[src/hdl/boot_loader_consts.vh]
// Constants for the boot image loader
`ifndef BOOT_LOADER_CONSTS_VH
`define BOOT_LOADER_CONSTS_VH

// =====================================================
// Clock and timing
`define BOOT_CLK_NS        10
`define BOOT_STRAP_NS      100
`define BOOT_STRAP_CYC     ((`BOOT_STRAP_NS + `BOOT_CLK_NS - 1) / `BOOT_CLK_NS)
`define BOOT_HALF_DIV      4

// =====================================================
// Image format
`define BOOT_SKIP_MARKER   32'h0D15AB1E
`define BOOT_CRC_POLY      32'hEDB88320
`define BOOT_CRC_INIT      32'hFFFFFFFF
`define BOOT_NULL_CHAN     32'h0000FF02
`define BOOT_END_TOKEN     8'h01
`define BOOT_RAM_BASE      32'h00000000
`define BOOT_OTP_BASE      32'h00000000
`define BOOT_SECURE_BIT    5

// =====================================================
// Flash command bytes and sequence clock indices
`define BOOT_CMD_QUAD      8'hEB
`define BOOT_CMD_READ      8'h03
`define BOOT_CMD_CLKS      6'h08
`define BOOT_QADDR_END     6'h0E
`define BOOT_QDATA_CLK     6'h10
`define BOOT_SDATA_CLK     6'h20

// =====================================================
// Strap codes {bit2,bit1,bit0} and link enable masks
`define BOOT_STRAP_QUAD    3'h0
`define BOOT_STRAP_SPI     3'h1
`define BOOT_STRAP_SLV     3'h2
`define BOOT_STRAP_SLVALL  3'h3
`define BOOT_STRAP_LINK2   3'h4
`define BOOT_STRAP_LINK5   3'h5
`define BOOT_LINKS_2W      4'h1
`define BOOT_LINKS_5W      4'hF

`endif

[src/hdl/boot_image_loader.v]
// Boot source selection and image loader for one processor tile
`timescale 1ns/1ps
`include "boot_loader_consts.vh"
module boot_image_loader #(
  parameter HALF_DIV   = `BOOT_HALF_DIV,
  parameter RAM_AW     = 19,
  parameter OTP_AW     = 12,
  parameter FIFO_DEPTH = 32,
  parameter FIFO_AW    = 5
) (
  input  wire              core_clk,
  input  wire              srst,
  input  wire [31:0]       security_word,
  input  wire [3:0]        quad_data_in,
  output reg  [3:0]        quad_data_out,
  output reg  [3:0]        quad_data_oe,
  output reg               strap_pulldown_en,
  output reg               flash_select_pin_out,
  output reg               flash_select_pin_oe,
  input  wire              serial_clock_pin_in,
  output reg               serial_clock_pin_out,
  output reg               serial_clock_pin_oe,
  input  wire              serial_out_or_in_pin_in,
  output reg               serial_out_or_in_pin_out,
  output reg               serial_out_or_in_pin_oe,
  input  wire              serial_in_or_select_pin_in,
  input  wire              link_clk,
  input  wire [8:0]        link_rx_data,
  output reg  [3:0]        link_tx_low_en,
  output reg  [3:0]        link_pulldown_en,
  output reg               link_end_send,
  output reg  [31:0]       link_end_dest,
  output reg               chan_end0_busy,
  output reg               otp_rd_req,
  output reg  [OTP_AW-1:0] otp_rd_addr,
  input  wire [7:0]        otp_rd_data,
  input  wire              otp_rd_valid,
  output reg               ram_we,
  output reg  [RAM_AW-1:0] ram_addr,
  output reg  [7:0]        ram_wdata,
  output reg               boot_exec,
  output reg  [RAM_AW-1:0] exec_addr,
  output reg               boot_fail,
  output reg               crc_error,
  output reg               rx_overflow
);

  // =====================================================
  // Modes and parser states
  localparam MD_NONE = 6'b000000;
  localparam MD_QUAD = 6'b000001;
  localparam MD_SPI  = 6'b000010;
  localparam MD_SLV  = 6'b000100;
  localparam MD_LINK = 6'b001000;
  localparam MD_OTP  = 6'b010000;
  localparam MD_BAD  = 6'b100000;

  // Sized copies of shared constants, so bit picks and slices stay explicit
  localparam [7:0]  CMD_QUAD = `BOOT_CMD_QUAD;
  localparam [7:0]  CMD_READ = `BOOT_CMD_READ;
  localparam [31:0] RAM_BASE = `BOOT_RAM_BASE;
  localparam [31:0] OTP_BASE = `BOOT_OTP_BASE;

  localparam P_IDLE = 9'b000000001;
  localparam P_DEST = 9'b000000010;
  localparam P_LEN  = 9'b000000100;
  localparam P_PROG = 9'b000001000;
  localparam P_CRC  = 9'b000010000;
  localparam P_EOT  = 9'b000100000;
  localparam P_ACK  = 9'b001000000;
  localparam P_DONE = 9'b010000000;
  localparam P_FAIL = 9'b100000000;

  // Decode the tile's boot source
  function [5:0] pick_mode;
    input [2:0] code;
    input       secure;
    begin
      if (secure) begin
        pick_mode = MD_OTP;
      end else begin
        case (code)
          `BOOT_STRAP_QUAD:   pick_mode = MD_QUAD;
          `BOOT_STRAP_SPI:    pick_mode = MD_SPI;
          `BOOT_STRAP_SLV:    pick_mode = MD_SLV;
          `BOOT_STRAP_SLVALL: pick_mode = MD_SLV;
          `BOOT_STRAP_LINK2:  pick_mode = MD_LINK;
          `BOOT_STRAP_LINK5:  pick_mode = MD_LINK;
          default:            pick_mode = MD_BAD;
        endcase
      end
    end
  endfunction

  // Shift one bit in at the top, low bit first
  function [7:0] lsb_shift;
    input [7:0] sh;
    input       b;
    begin
      lsb_shift = {b, sh[7:1]};
    end
  endfunction

  // =====================================================
  // Pin synchronisers
  reg  [7:0] pin_s1_q;
  reg  [7:0] pin_s2_q;
  reg  [8:0] lnk_s1_q;
  reg  [8:0] lnk_s2_q;
  reg        lclk_prev_q;
  reg        sclk_prev_q;
  wire [3:0] q_s    = pin_s2_q[3:0];
  wire       sck_s  = pin_s2_q[4];
  wire       mosi_s = pin_s2_q[5];
  wire       misc_s = pin_s2_q[6];
  wire       lclk_s = pin_s2_q[7];

  // Two flops on every pin input
  always @(posedge core_clk) begin
    pin_s1_q <= {link_clk, serial_in_or_select_pin_in, serial_out_or_in_pin_in,
                 serial_clock_pin_in, quad_data_in};
    pin_s2_q <= pin_s1_q;
    lnk_s1_q <= link_rx_data;
    lnk_s2_q <= lnk_s1_q;
  end

  // =====================================================
  // Source side state
  reg  [5:0]         mode_q;
  reg                run_q;
  reg  [7:0]         strap_cnt_q;
  reg  [2:0]         strap_q;
  reg                in_v_q;
  reg  [8:0]         in_d_q;
  reg                mst_q;
  reg  [7:0]         cmd_q;
  reg  [7:0]         div_q;
  reg                sclk_q;
  reg  [5:0]         clk_n_q;
  reg  [7:0]         rx_sh_q;
  reg  [2:0]         rb_q;
  reg                otp_pend_q;
  reg  [8:0]         p_q;
  wire               fifo_in_ready;
  wire               fifo_out_valid;
  wire [8:0]         fifo_out_data;
  wire               is_quad   = (mode_q == MD_QUAD);
  wire [5:0]         data_clk  = is_quad ? `BOOT_QDATA_CLK : `BOOT_SDATA_CLK;
  wire               in_data   = (clk_n_q == data_clk);
  wire               finished  = (p_q == P_DONE) || (p_q == P_FAIL);
  wire [5:0]         clk_n1    = clk_n_q + 6'h01;
  wire [7:0]         ser_byte  = lsb_shift(rx_sh_q, misc_s);
  wire [7:0]         slv_byte  = lsb_shift(rx_sh_q, mosi_s);

  // Strap capture, pin set-up and all byte producers
  always @(posedge core_clk) begin
    if (srst) begin
      mode_q <= MD_NONE;  run_q <= 1'b0;  strap_cnt_q <= 8'h00;  strap_q <= 3'h0;
      strap_pulldown_en <= 1'b1;
      in_v_q <= 1'b0;  in_d_q <= 9'h000;  mst_q <= 1'b0;  cmd_q <= 8'h00;
      div_q <= 8'h00;  sclk_q <= 1'b0;  clk_n_q <= 6'h00;  rx_sh_q <= 8'h00;
      rb_q <= 3'h0;  otp_pend_q <= 1'b0;
      quad_data_out <= 4'h0;  quad_data_oe <= 4'h0;
      flash_select_pin_out <= 1'b1;  flash_select_pin_oe <= 1'b0;
      serial_clock_pin_out <= 1'b0;  serial_clock_pin_oe <= 1'b0;
      serial_out_or_in_pin_out <= 1'b0;  serial_out_or_in_pin_oe <= 1'b0;
      link_tx_low_en <= 4'h0;  link_pulldown_en <= 4'hF;
      otp_rd_req <= 1'b0;  otp_rd_addr <= OTP_BASE[OTP_AW-1:0];  rx_overflow <= 1'b0;
      lclk_prev_q <= 1'b0;  sclk_prev_q <= 1'b0;
    end else begin
      in_v_q      <= 1'b0;
      otp_rd_req  <= 1'b0;
      lclk_prev_q <= lclk_s;
      sclk_prev_q <= sck_s;
      if (in_v_q && !fifo_in_ready) begin
        rx_overflow <= 1'b1;
      end
      if (!run_q) begin
        if (strap_cnt_q != `BOOT_STRAP_CYC - 1) begin
          strap_cnt_q <= strap_cnt_q + 8'h01;
        end else begin
          run_q             <= 1'b1;
          strap_pulldown_en <= 1'b0;
          strap_q           <= q_s[2:0];
          mode_q <= pick_mode(q_s[2:0], security_word[`BOOT_SECURE_BIT]);
          case (pick_mode(q_s[2:0], security_word[`BOOT_SECURE_BIT]))
            MD_QUAD: begin
              mst_q <= 1'b1;  cmd_q <= `BOOT_CMD_QUAD;
              flash_select_pin_out <= 1'b0;  flash_select_pin_oe <= 1'b1;
              serial_clock_pin_oe <= 1'b1;
              quad_data_oe  <= 4'h1;
              quad_data_out <= {3'h0, CMD_QUAD[7]};
            end
            MD_SPI: begin
              mst_q <= 1'b1;  cmd_q <= `BOOT_CMD_READ;
              flash_select_pin_out <= 1'b0;  flash_select_pin_oe <= 1'b1;
              serial_clock_pin_oe <= 1'b1;
              serial_out_or_in_pin_oe  <= 1'b1;
              serial_out_or_in_pin_out <= CMD_READ[7];
            end
            MD_LINK: begin
              link_tx_low_en   <= (q_s[2:0] == `BOOT_STRAP_LINK5) ? `BOOT_LINKS_5W
                                                                  : `BOOT_LINKS_2W;
              link_pulldown_en <= (q_s[2:0] == `BOOT_STRAP_LINK5) ? ~`BOOT_LINKS_5W
                                                                  : ~`BOOT_LINKS_2W;
            end
            default: begin
              mst_q <= 1'b0;
            end
          endcase
        end
      end else if (mst_q) begin
        // Master flash engine, mode 0/0
        if (finished) begin
          mst_q <= 1'b0;  sclk_q <= 1'b0;  serial_clock_pin_out <= 1'b0;
          flash_select_pin_out <= 1'b1;  quad_data_oe <= 4'h0;
        end else if (div_q != HALF_DIV - 1) begin
          div_q <= div_q + 8'h01;
        end else if (!sclk_q) begin
          // Rising edge; stalls while the FIFO has no room
          if (!(in_data && (in_v_q || !fifo_in_ready))) begin
            div_q <= 8'h00;  sclk_q <= 1'b1;  serial_clock_pin_out <= 1'b1;
            if (in_data && is_quad) begin
              if (!rb_q[0]) begin
                rx_sh_q[3:0] <= q_s;  rb_q <= 3'h1;
              end else begin
                in_v_q <= 1'b1;  in_d_q <= {1'b0, q_s, rx_sh_q[3:0]};  rb_q <= 3'h0;
              end
            end else if (in_data) begin
              rx_sh_q <= ser_byte;  rb_q <= rb_q + 3'h1;
              if (rb_q == 3'h7) begin
                in_v_q <= 1'b1;  in_d_q <= {1'b0, ser_byte};
              end
            end
          end
        end else begin
          // Falling edge: present the next command or address bit
          div_q <= 8'h00;  sclk_q <= 1'b0;  serial_clock_pin_out <= 1'b0;
          cmd_q <= {cmd_q[6:0], 1'b0};
          if (!in_data) begin
            clk_n_q <= clk_n1;
          end
          if (is_quad) begin
            if (clk_n1 < `BOOT_CMD_CLKS) begin
              quad_data_out <= {3'h0, cmd_q[6]};  quad_data_oe <= 4'h1;
            end else if (clk_n1 < `BOOT_QADDR_END) begin
              quad_data_out <= 4'h0;  quad_data_oe <= 4'hF;
            end else begin
              quad_data_oe <= 4'h0;
            end
          end else begin
            serial_out_or_in_pin_out <= cmd_q[6];
          end
        end
      end else if (mode_q == MD_SLV && !finished) begin
        if (misc_s) begin
          rb_q <= 3'h0;
        end else if (sck_s && !sclk_prev_q) begin
          rx_sh_q <= slv_byte;  rb_q <= rb_q + 3'h1;
          if (rb_q == 3'h7) begin
            in_v_q <= 1'b1;  in_d_q <= {1'b0, slv_byte};
          end
        end
      end else if (mode_q == MD_LINK && !finished) begin
        // Link symbol taken on each link clock rise
        if (lclk_s && !lclk_prev_q) begin
          in_v_q <= 1'b1;  in_d_q <= lnk_s2_q;
        end
      end else if (mode_q == MD_OTP && !finished) begin
        if (otp_pend_q) begin
          if (otp_rd_valid) begin
            otp_pend_q <= 1'b0;  in_v_q <= 1'b1;  in_d_q <= {1'b0, otp_rd_data};
            otp_rd_addr <= otp_rd_addr + 1'b1;
          end
        end else if (fifo_in_ready && !in_v_q) begin
          otp_rd_req <= 1'b1;  otp_pend_q <= 1'b1;
        end
      end
    end
  end

  // =====================================================
  // Buffer and CRC
  wire        take;
  wire [31:0] crc_next;
  reg  [31:0] crc_q;
  wire        p_eat = (p_q == P_DEST) || (p_q == P_LEN) || (p_q == P_PROG) ||
                      (p_q == P_CRC) || (p_q == P_EOT);

  boot_byte_fifo #(.W(9), .DEPTH(FIFO_DEPTH), .AW(FIFO_AW)) u_fifo (
    .clk       (core_clk),
    .srst      (srst),
    .in_valid  (in_v_q),
    .in_ready  (fifo_in_ready),
    .in_data   (in_d_q),
    .out_valid (fifo_out_valid),
    .out_ready (p_eat),
    .out_data  (fifo_out_data)
  );

  boot_crc32_step u_crc (
    .crc_in  (crc_q),
    .data    (fifo_out_data[7:0]),
    .crc_out (crc_next)
  );

  // =====================================================
  // Image parser
  reg  [31:0]       w_q;
  reg  [1:0]        bi_q;
  reg  [33:0]       rem_q;
  reg  [31:0]       dest_q;
  reg  [RAM_AW-1:0] wr_addr_q;
  wire [31:0]       nw = {fifo_out_data[7:0], w_q[31:8]};
  assign take = fifo_out_valid && p_eat;

  // Parse count, program, CRC and link tokens
  always @(posedge core_clk) begin
    if (srst) begin
      p_q <= P_IDLE;  crc_q <= `BOOT_CRC_INIT;  w_q <= 32'h00000000;  bi_q <= 2'h0;
      rem_q <= 34'h000000000;  dest_q <= `BOOT_NULL_CHAN;
      wr_addr_q <= RAM_BASE[RAM_AW-1:0];  ram_we <= 1'b0;  ram_addr <= RAM_BASE[RAM_AW-1:0];
      ram_wdata <= 8'h00;  boot_exec <= 1'b0;  exec_addr <= RAM_BASE[RAM_AW-1:0];
      boot_fail <= 1'b0;  crc_error <= 1'b0;  chan_end0_busy <= 1'b0;
      link_end_send <= 1'b0;  link_end_dest <= `BOOT_NULL_CHAN;
    end else begin
      ram_we        <= 1'b0;
      link_end_send <= 1'b0;
      if (take) begin
        w_q  <= nw;
        bi_q <= bi_q + 2'h1;
      end
      case (p_q)
        P_IDLE: begin
          crc_q <= `BOOT_CRC_INIT;
          if (mode_q == MD_BAD) begin
            p_q <= P_FAIL;
          end else if (mode_q == MD_LINK) begin
            chan_end0_busy <= 1'b1;  p_q <= P_DEST;
          end else if (mode_q != MD_NONE) begin
            p_q <= P_LEN;
          end
        end
        P_DEST: begin
          if (take && bi_q == 2'h3) begin
            dest_q <= nw;  p_q <= P_LEN;
          end
        end
        P_LEN: begin
          if (take) begin
            crc_q <= crc_next;
            if (bi_q == 2'h3) begin
              rem_q <= {nw, 2'b00};
              p_q   <= (nw == 32'h00000000) ? P_CRC : P_PROG;
            end
          end
        end
        P_PROG: begin
          if (take) begin
            crc_q <= crc_next;  ram_we <= 1'b1;  ram_addr <= wr_addr_q;
            ram_wdata <= fifo_out_data[7:0];  wr_addr_q <= wr_addr_q + 1'b1;
            rem_q <= rem_q - 34'h000000001;
            if (rem_q == 34'h000000001) begin
              p_q <= P_CRC;
            end
          end
        end
        P_CRC: begin
          if (take && bi_q == 2'h3) begin
            if (nw == `BOOT_SKIP_MARKER || nw == ~crc_q) begin
              p_q <= (mode_q == MD_LINK) ? P_EOT : P_DONE;
            end else begin
              crc_error <= 1'b1;  boot_fail <= 1'b1;  p_q <= P_FAIL;
            end
          end
        end
        P_EOT: begin
          if (take && fifo_out_data[8] && fifo_out_data[7:0] == `BOOT_END_TOKEN) begin
            p_q <= P_ACK;
          end
        end
        P_ACK: begin
          link_end_send  <= (dest_q != `BOOT_NULL_CHAN);
          link_end_dest  <= dest_q;
          chan_end0_busy <= 1'b0;
          p_q            <= P_DONE;
        end
        P_DONE: begin
          boot_exec <= 1'b1;  exec_addr <= RAM_BASE[RAM_AW-1:0];
        end
        P_FAIL: begin
          boot_fail <= 1'b1;
        end
        default: begin
          p_q <= P_FAIL;
        end
      endcase
    end
  end

endmodule

[src/hdl/boot_byte_fifo.v]
// Synchronous FIFO between the image sources and the image parser
`timescale 1ns/1ps
module boot_byte_fifo #(
  parameter W     = 9,
  parameter DEPTH = 32,
  parameter AW    = 5
) (
  input  wire         clk,
  input  wire         srst,
  input  wire         in_valid,
  output wire         in_ready,
  input  wire [W-1:0] in_data,
  output wire         out_valid,
  input  wire         out_ready,
  output wire [W-1:0] out_data
);

  reg [W-1:0]  mem [0:DEPTH-1];
  reg [AW:0]   wr_q;
  reg [AW:0]   rd_q;
  wire [AW:0]  fill = wr_q - rd_q;

  // Honest flags from the pointer distance
  assign in_ready  = (fill != DEPTH[AW:0]);
  assign out_valid = (fill != {(AW+1){1'b0}});
  assign out_data  = mem[rd_q[AW-1:0]];

  // =====================================================
  // Pointer and storage update
  always @(posedge clk) begin
    if (srst) begin
      wr_q <= {(AW+1){1'b0}};
      rd_q <= {(AW+1){1'b0}};
    end else begin
      if (in_valid && in_ready) begin
        mem[wr_q[AW-1:0]] <= in_data;
        wr_q              <= wr_q + 1'b1;
      end
      if (out_valid && out_ready) begin
        rd_q <= rd_q + 1'b1;
      end
    end
  end

endmodule

[src/hdl/boot_crc32_step.v]
// One byte step of the reflected CRC-32
`timescale 1ns/1ps
`include "boot_loader_consts.vh"
module boot_crc32_step (
  input  wire [31:0] crc_in,
  input  wire [7:0]  data,
  output reg  [31:0] crc_out
);

  integer i;

  // Eight shift steps, low bit first
  always @* begin
    crc_out = crc_in ^ {24'h000000, data};
    for (i = 0; i < 8; i = i + 1) begin
      crc_out = crc_out[0] ? ((crc_out >> 1) ^ `BOOT_CRC_POLY) : (crc_out >> 1);
    end
  end

endmodule

[config.mk]
export PLATFORM = sky130hd
export DESIGN_NAME = boot_image_loader
export DESIGN_NICKNAME = d
export VERILOG_FILES = /design/src/hdl/boot_image_loader.v /design/src/hdl/boot_byte_fifo.v /design/src/hdl/boot_crc32_step.v
export VERILOG_INCLUDE_DIRS = /design/src /design/src/hdl
export SDC_FILE = /design/constraint.sdc
export NUM_CORES = 1
export LEC_CHECK = 0
export BUFFER_PORTS_ARGS = -buffer_cell sky130_fd_sc_hd__buf_4
export CORE_MARGIN = 10
export CORE_UTILIZATION = 45
export CTS_CLUSTER_DIAMETER = 50
export CTS_CLUSTER_SIZE = 40
export DETAILED_ROUTE_END_ITERATION = 8
export PLACE_DENSITY = 0.59
export SKIP_CTS_REPAIR_TIMING = 1
export SLEW_MARGIN = 20
export SYNTH_ARGS = -nofsm -noshare
export SYNTH_HDL_FRONTEND = slang
export SYNTH_HIERARCHICAL = 1
export SYNTH_SLANG_ARGS = --single-unit
[constraint.sdc]
create_clock -name core_clk -period 4.35 [get_ports core_clk]
set_input_delay 0.435 -clock core_clk [delete_from_list [all_inputs] [get_ports core_clk]]
set_output_delay 0.435 -clock core_clk [all_outputs]
set_load 0.05 [all_outputs]
==> flow_summary_export.csv <==
group,metric,value,unit
global_route,antenna_found_initial,0,
clock_tree,numCtsBuffers,68,
clock_tree,htreeDepth,3,
yosys,synth_top_family_by_area,"simple AND/OR/NAND/NOR gates",
yosys,synth.distinct_cells,103,
sta,fin_skew,0.0365,ns
finish,layout.nets,2707,
pwr,leakage,0.0122,uW
yosys,synth.ff_latch_count,645,
yosys,synth_fa_ha_area_frac,0.00978,
setup_path,cp.required,4.87,ns
yosys,syn_area_per_cell,11.3,sq um
yosys,synth.top_cell.area_share,0.307,
setup_path,crit_type,"reg -> reg",
worst_hold_path,hold_path.class,"in -> reg",
yosys,syn_area,0.0281,sq mm
yosys,yosysTopAreaCell,"edfxtp_1",
sta,tns,0,ns
floorplanning,die_w,270,um
worst_hold_path,min_from,"otp_rd_data[2]",
yosys,synth_flop_cell,"dfxtp_1",
sta,fmax,247,MHz
setup_path,critical_path.endpoint,"p_q[5]",
status,outcome,"finished, final reports clean",
clock_tree,clk_pin_slew_worst_paths,0.07,ns
yosys,synth_compound_area_frac,0.0853,
yosys,yosys-top-cells-area,"edfxtp_1, dfxtp_1, mux4_2",
placement,numPortBuffers,127,
routing,drc,0,
setup_path,critPathMostFrequentCell,"mux4_2",
routing,dr.pass1.iters,6,
clock_tree,clkSinkCount,645,
setup_path,r2r_cells,10,
yosys,synth_xor_area_frac,0.0630,
placement,place.gp.congestion,0.843,
clock_tree,clockBufferDepth,3,
setup_path,reg2reg_to,"p_q[5]",
sta,max_slew.worst_pin.slew,1.08,ns
setup_path,path_max_fanout,22,
clock_tree,cts_root_buffer,"clkbuf_16",
yosys,yosysWarnings,6,
setup_path,critPathLaunchType,"flip-flop",
global_route,grt_pass1_vias,19000,
routing,viasPerCell,5.57,
global_route,grt_pass1_wl,110000,um
yosys,synth-simple-area-share,0.160,
finish,drive_gt1_frac,0.193,
yosys,muxShareOfSynthArea,0.0857,
routing,wl_per_cell,20.1,um
clock_tree,clock_latency,0.61,ns
floorplanning,ios,181,
yosys,async_flop_share,0,
sta,min_period,4.05,ns
pwr,vdd_drop_max,0.000335,V
routing,drtIter0Drc,1594,
floorplanning,dieArea,0.0729,sq mm
floorplanning,core,0.0618,sq mm
floorplanning,fp-row-count,91,
yosys,synth.most_common_cell,"nand2_1",
floorplanning,fp.dieH,270,um
setup_path,arrival,4.57,ns
global_route,gr-total-overflow,0,
yosys,synth_cells,2484,
pwr,total_power,12900,uW
routing,wl,70700,um
yosys,synth_commonest_cells,"nand2_1, dfxtp_1, edfxtp_1, nor2_1, a21oi_1",
setup_path,slowest_delay,0.55,ns
sta,finalCritPeriodShare,0.932,
routing,ant_nets,0,
pwr,power.density,394,mW/mm^2
setup_path,crit_slowest_cell,"mux4_2",
sta,setup_viol,0,
placement,dp.final_hpwl,48000,um
setup_path,r2r_setup_slack,0.30,ns
setup_path,cp-end-kind,"flip-flop",
setup_path,crit_chain,"buf_12, mux4_2, mux4_2, mux2_2, or4_1, nor2_1, a21o_1, and4_1, nand3_1, o32ai_2",
finish,antenna_cells,0,
sta,drv_slew,0,
yosys,synth-edff-count,288,
yosys,yosysSeqAreaShare,0.561,
sta,rsz0062_at_grt,"no",
job,maxCapViolCount,0,
floorplanning,start_util,0.455,
clock_tree,cts_tree,"yes",
sta,hold_violations,0,
global_route,grt_util_all_layers,0.189,
sta,relSlewSlack,0.278,
routing,vias,19600,
global_route,grt_max_degree,110,
finish,syn_to_final_growth,16.3,%
-- how the worst min path moves through the flow --
| stage | end | slack, ns | cells after the start |
|---|---|---|---|
| finish | in_d_q[2] | 0.13 | 3 |
| global route | in_d_q[2] | 0.12 | 3 |
| CTS | lnk_s1_q[2] | -0.10 | 1 |
| detailed placement | pin_s2_q[0] | 0.32 | 0 |
| global placement | pin_s2_q[0] | 0.31 | 0 |
| floorplan | lnk_s2_q[0] | 0.31 | 0 |
-- critical path: cells and delay by family, from the launching register on --
family	cells	cell delay, ns
simple gates	4	1.34
mux	3	1.37
flops	1	0.48
compound gates	2	0.52
buf+inv	1	0.25
-- power breakdown --
group | total [uW] | internal (uW) | switching [uW]
clock | 6100 | 3440 | 2660
combinational | 470 | 134 | 336
sequential | 6340 | 6300 | 39.0
-- through the flow --
step           setup WS, ns  instance area [sq um]  cells  utilization  hold slack (ns)
6_report              0.297                  32700   3518        0.530            0.133
5_1_grt               0.133                  32700   3518        0.530            0.123
2_1_floorplan         0.660                  28200   2505            -            0.310
4_1_cts               0.265                  32600   3500        0.527           -0.103
3_5_place_dp          0.301                  30100   3374        0.487            0.315
3_3_place_gp          0.328                  30100   3374        0.487            0.312
-- logic make-up (layout without fill, tap and decap cells) --
logic type	Yosys count	count (layout)
xor gates and xnor gates	151	151
DFF	645	645
and+or+nand+nor	948	948
buffers and inverters	216	392
muxes	126	126
adders and majority gates	22	22
AOI/OAI and AO/OA	375	375
other	1	22
-- placed cells by master (no fill, tap or decap), types with 43 or more instances in the layout --
cell type  instances
a21oi_1          177
buf_4            196
clkbuf_16         72
dfxtp_1          349
edfxtp_1         288
inv_1             43
mux4_2            90
nand2_1          402
nand3_1          109
nor2_1           182
nor3_1            49
o21ai_0           57
xnor2_1           81
-- metal layers --
| layer | wire length [um] | global-route usage | share of wire | vias to the layer above |
|---|---|---|---|---|
| met1 | 30700 | 0.247 | 0.43 | 9691 |
| met4 | 1810 | 0.0593 | 0.026 | 0 |
| met5 | 0 | 0 | 0 | - |
| met2 | 34400 | 0.315 | 0.49 | 549 |
| met3 | 3850 | 0.0327 | 0.054 | 107 |
| li1 | - | - | - | 9247 |
-- flip-flops by register name, summed over array words and instances, names as in the netlist, 9 cells and up, named ones only --
register       cells
in_d_q             9
w_q               24
rem_q             34
lnk_s2_q           9
u_fifo/mem       288
wr_addr_q         19
crc_q             32
p_q                9
ram_addr          19
link_end_dest     32
lnk_s1_q           9
dest_q            32
otp_rd_addr       12
-- final cells by class --
| type | instances | area (sq um) |
|---|---|---|
| fillers | 5391 | 29100 |
| flip-flops and latches | 645 | 15800 |
| multi-input cells | 1644 | 11500 |
| clock buffers | 80 | 1880 |
| repair buffers | 223 | 1820 |
| well taps | 837 | 1050 |
| clock inverters | 46 | 551 |
| inverters | 43 | 161 |
Power figures use the tool's default switching activity.
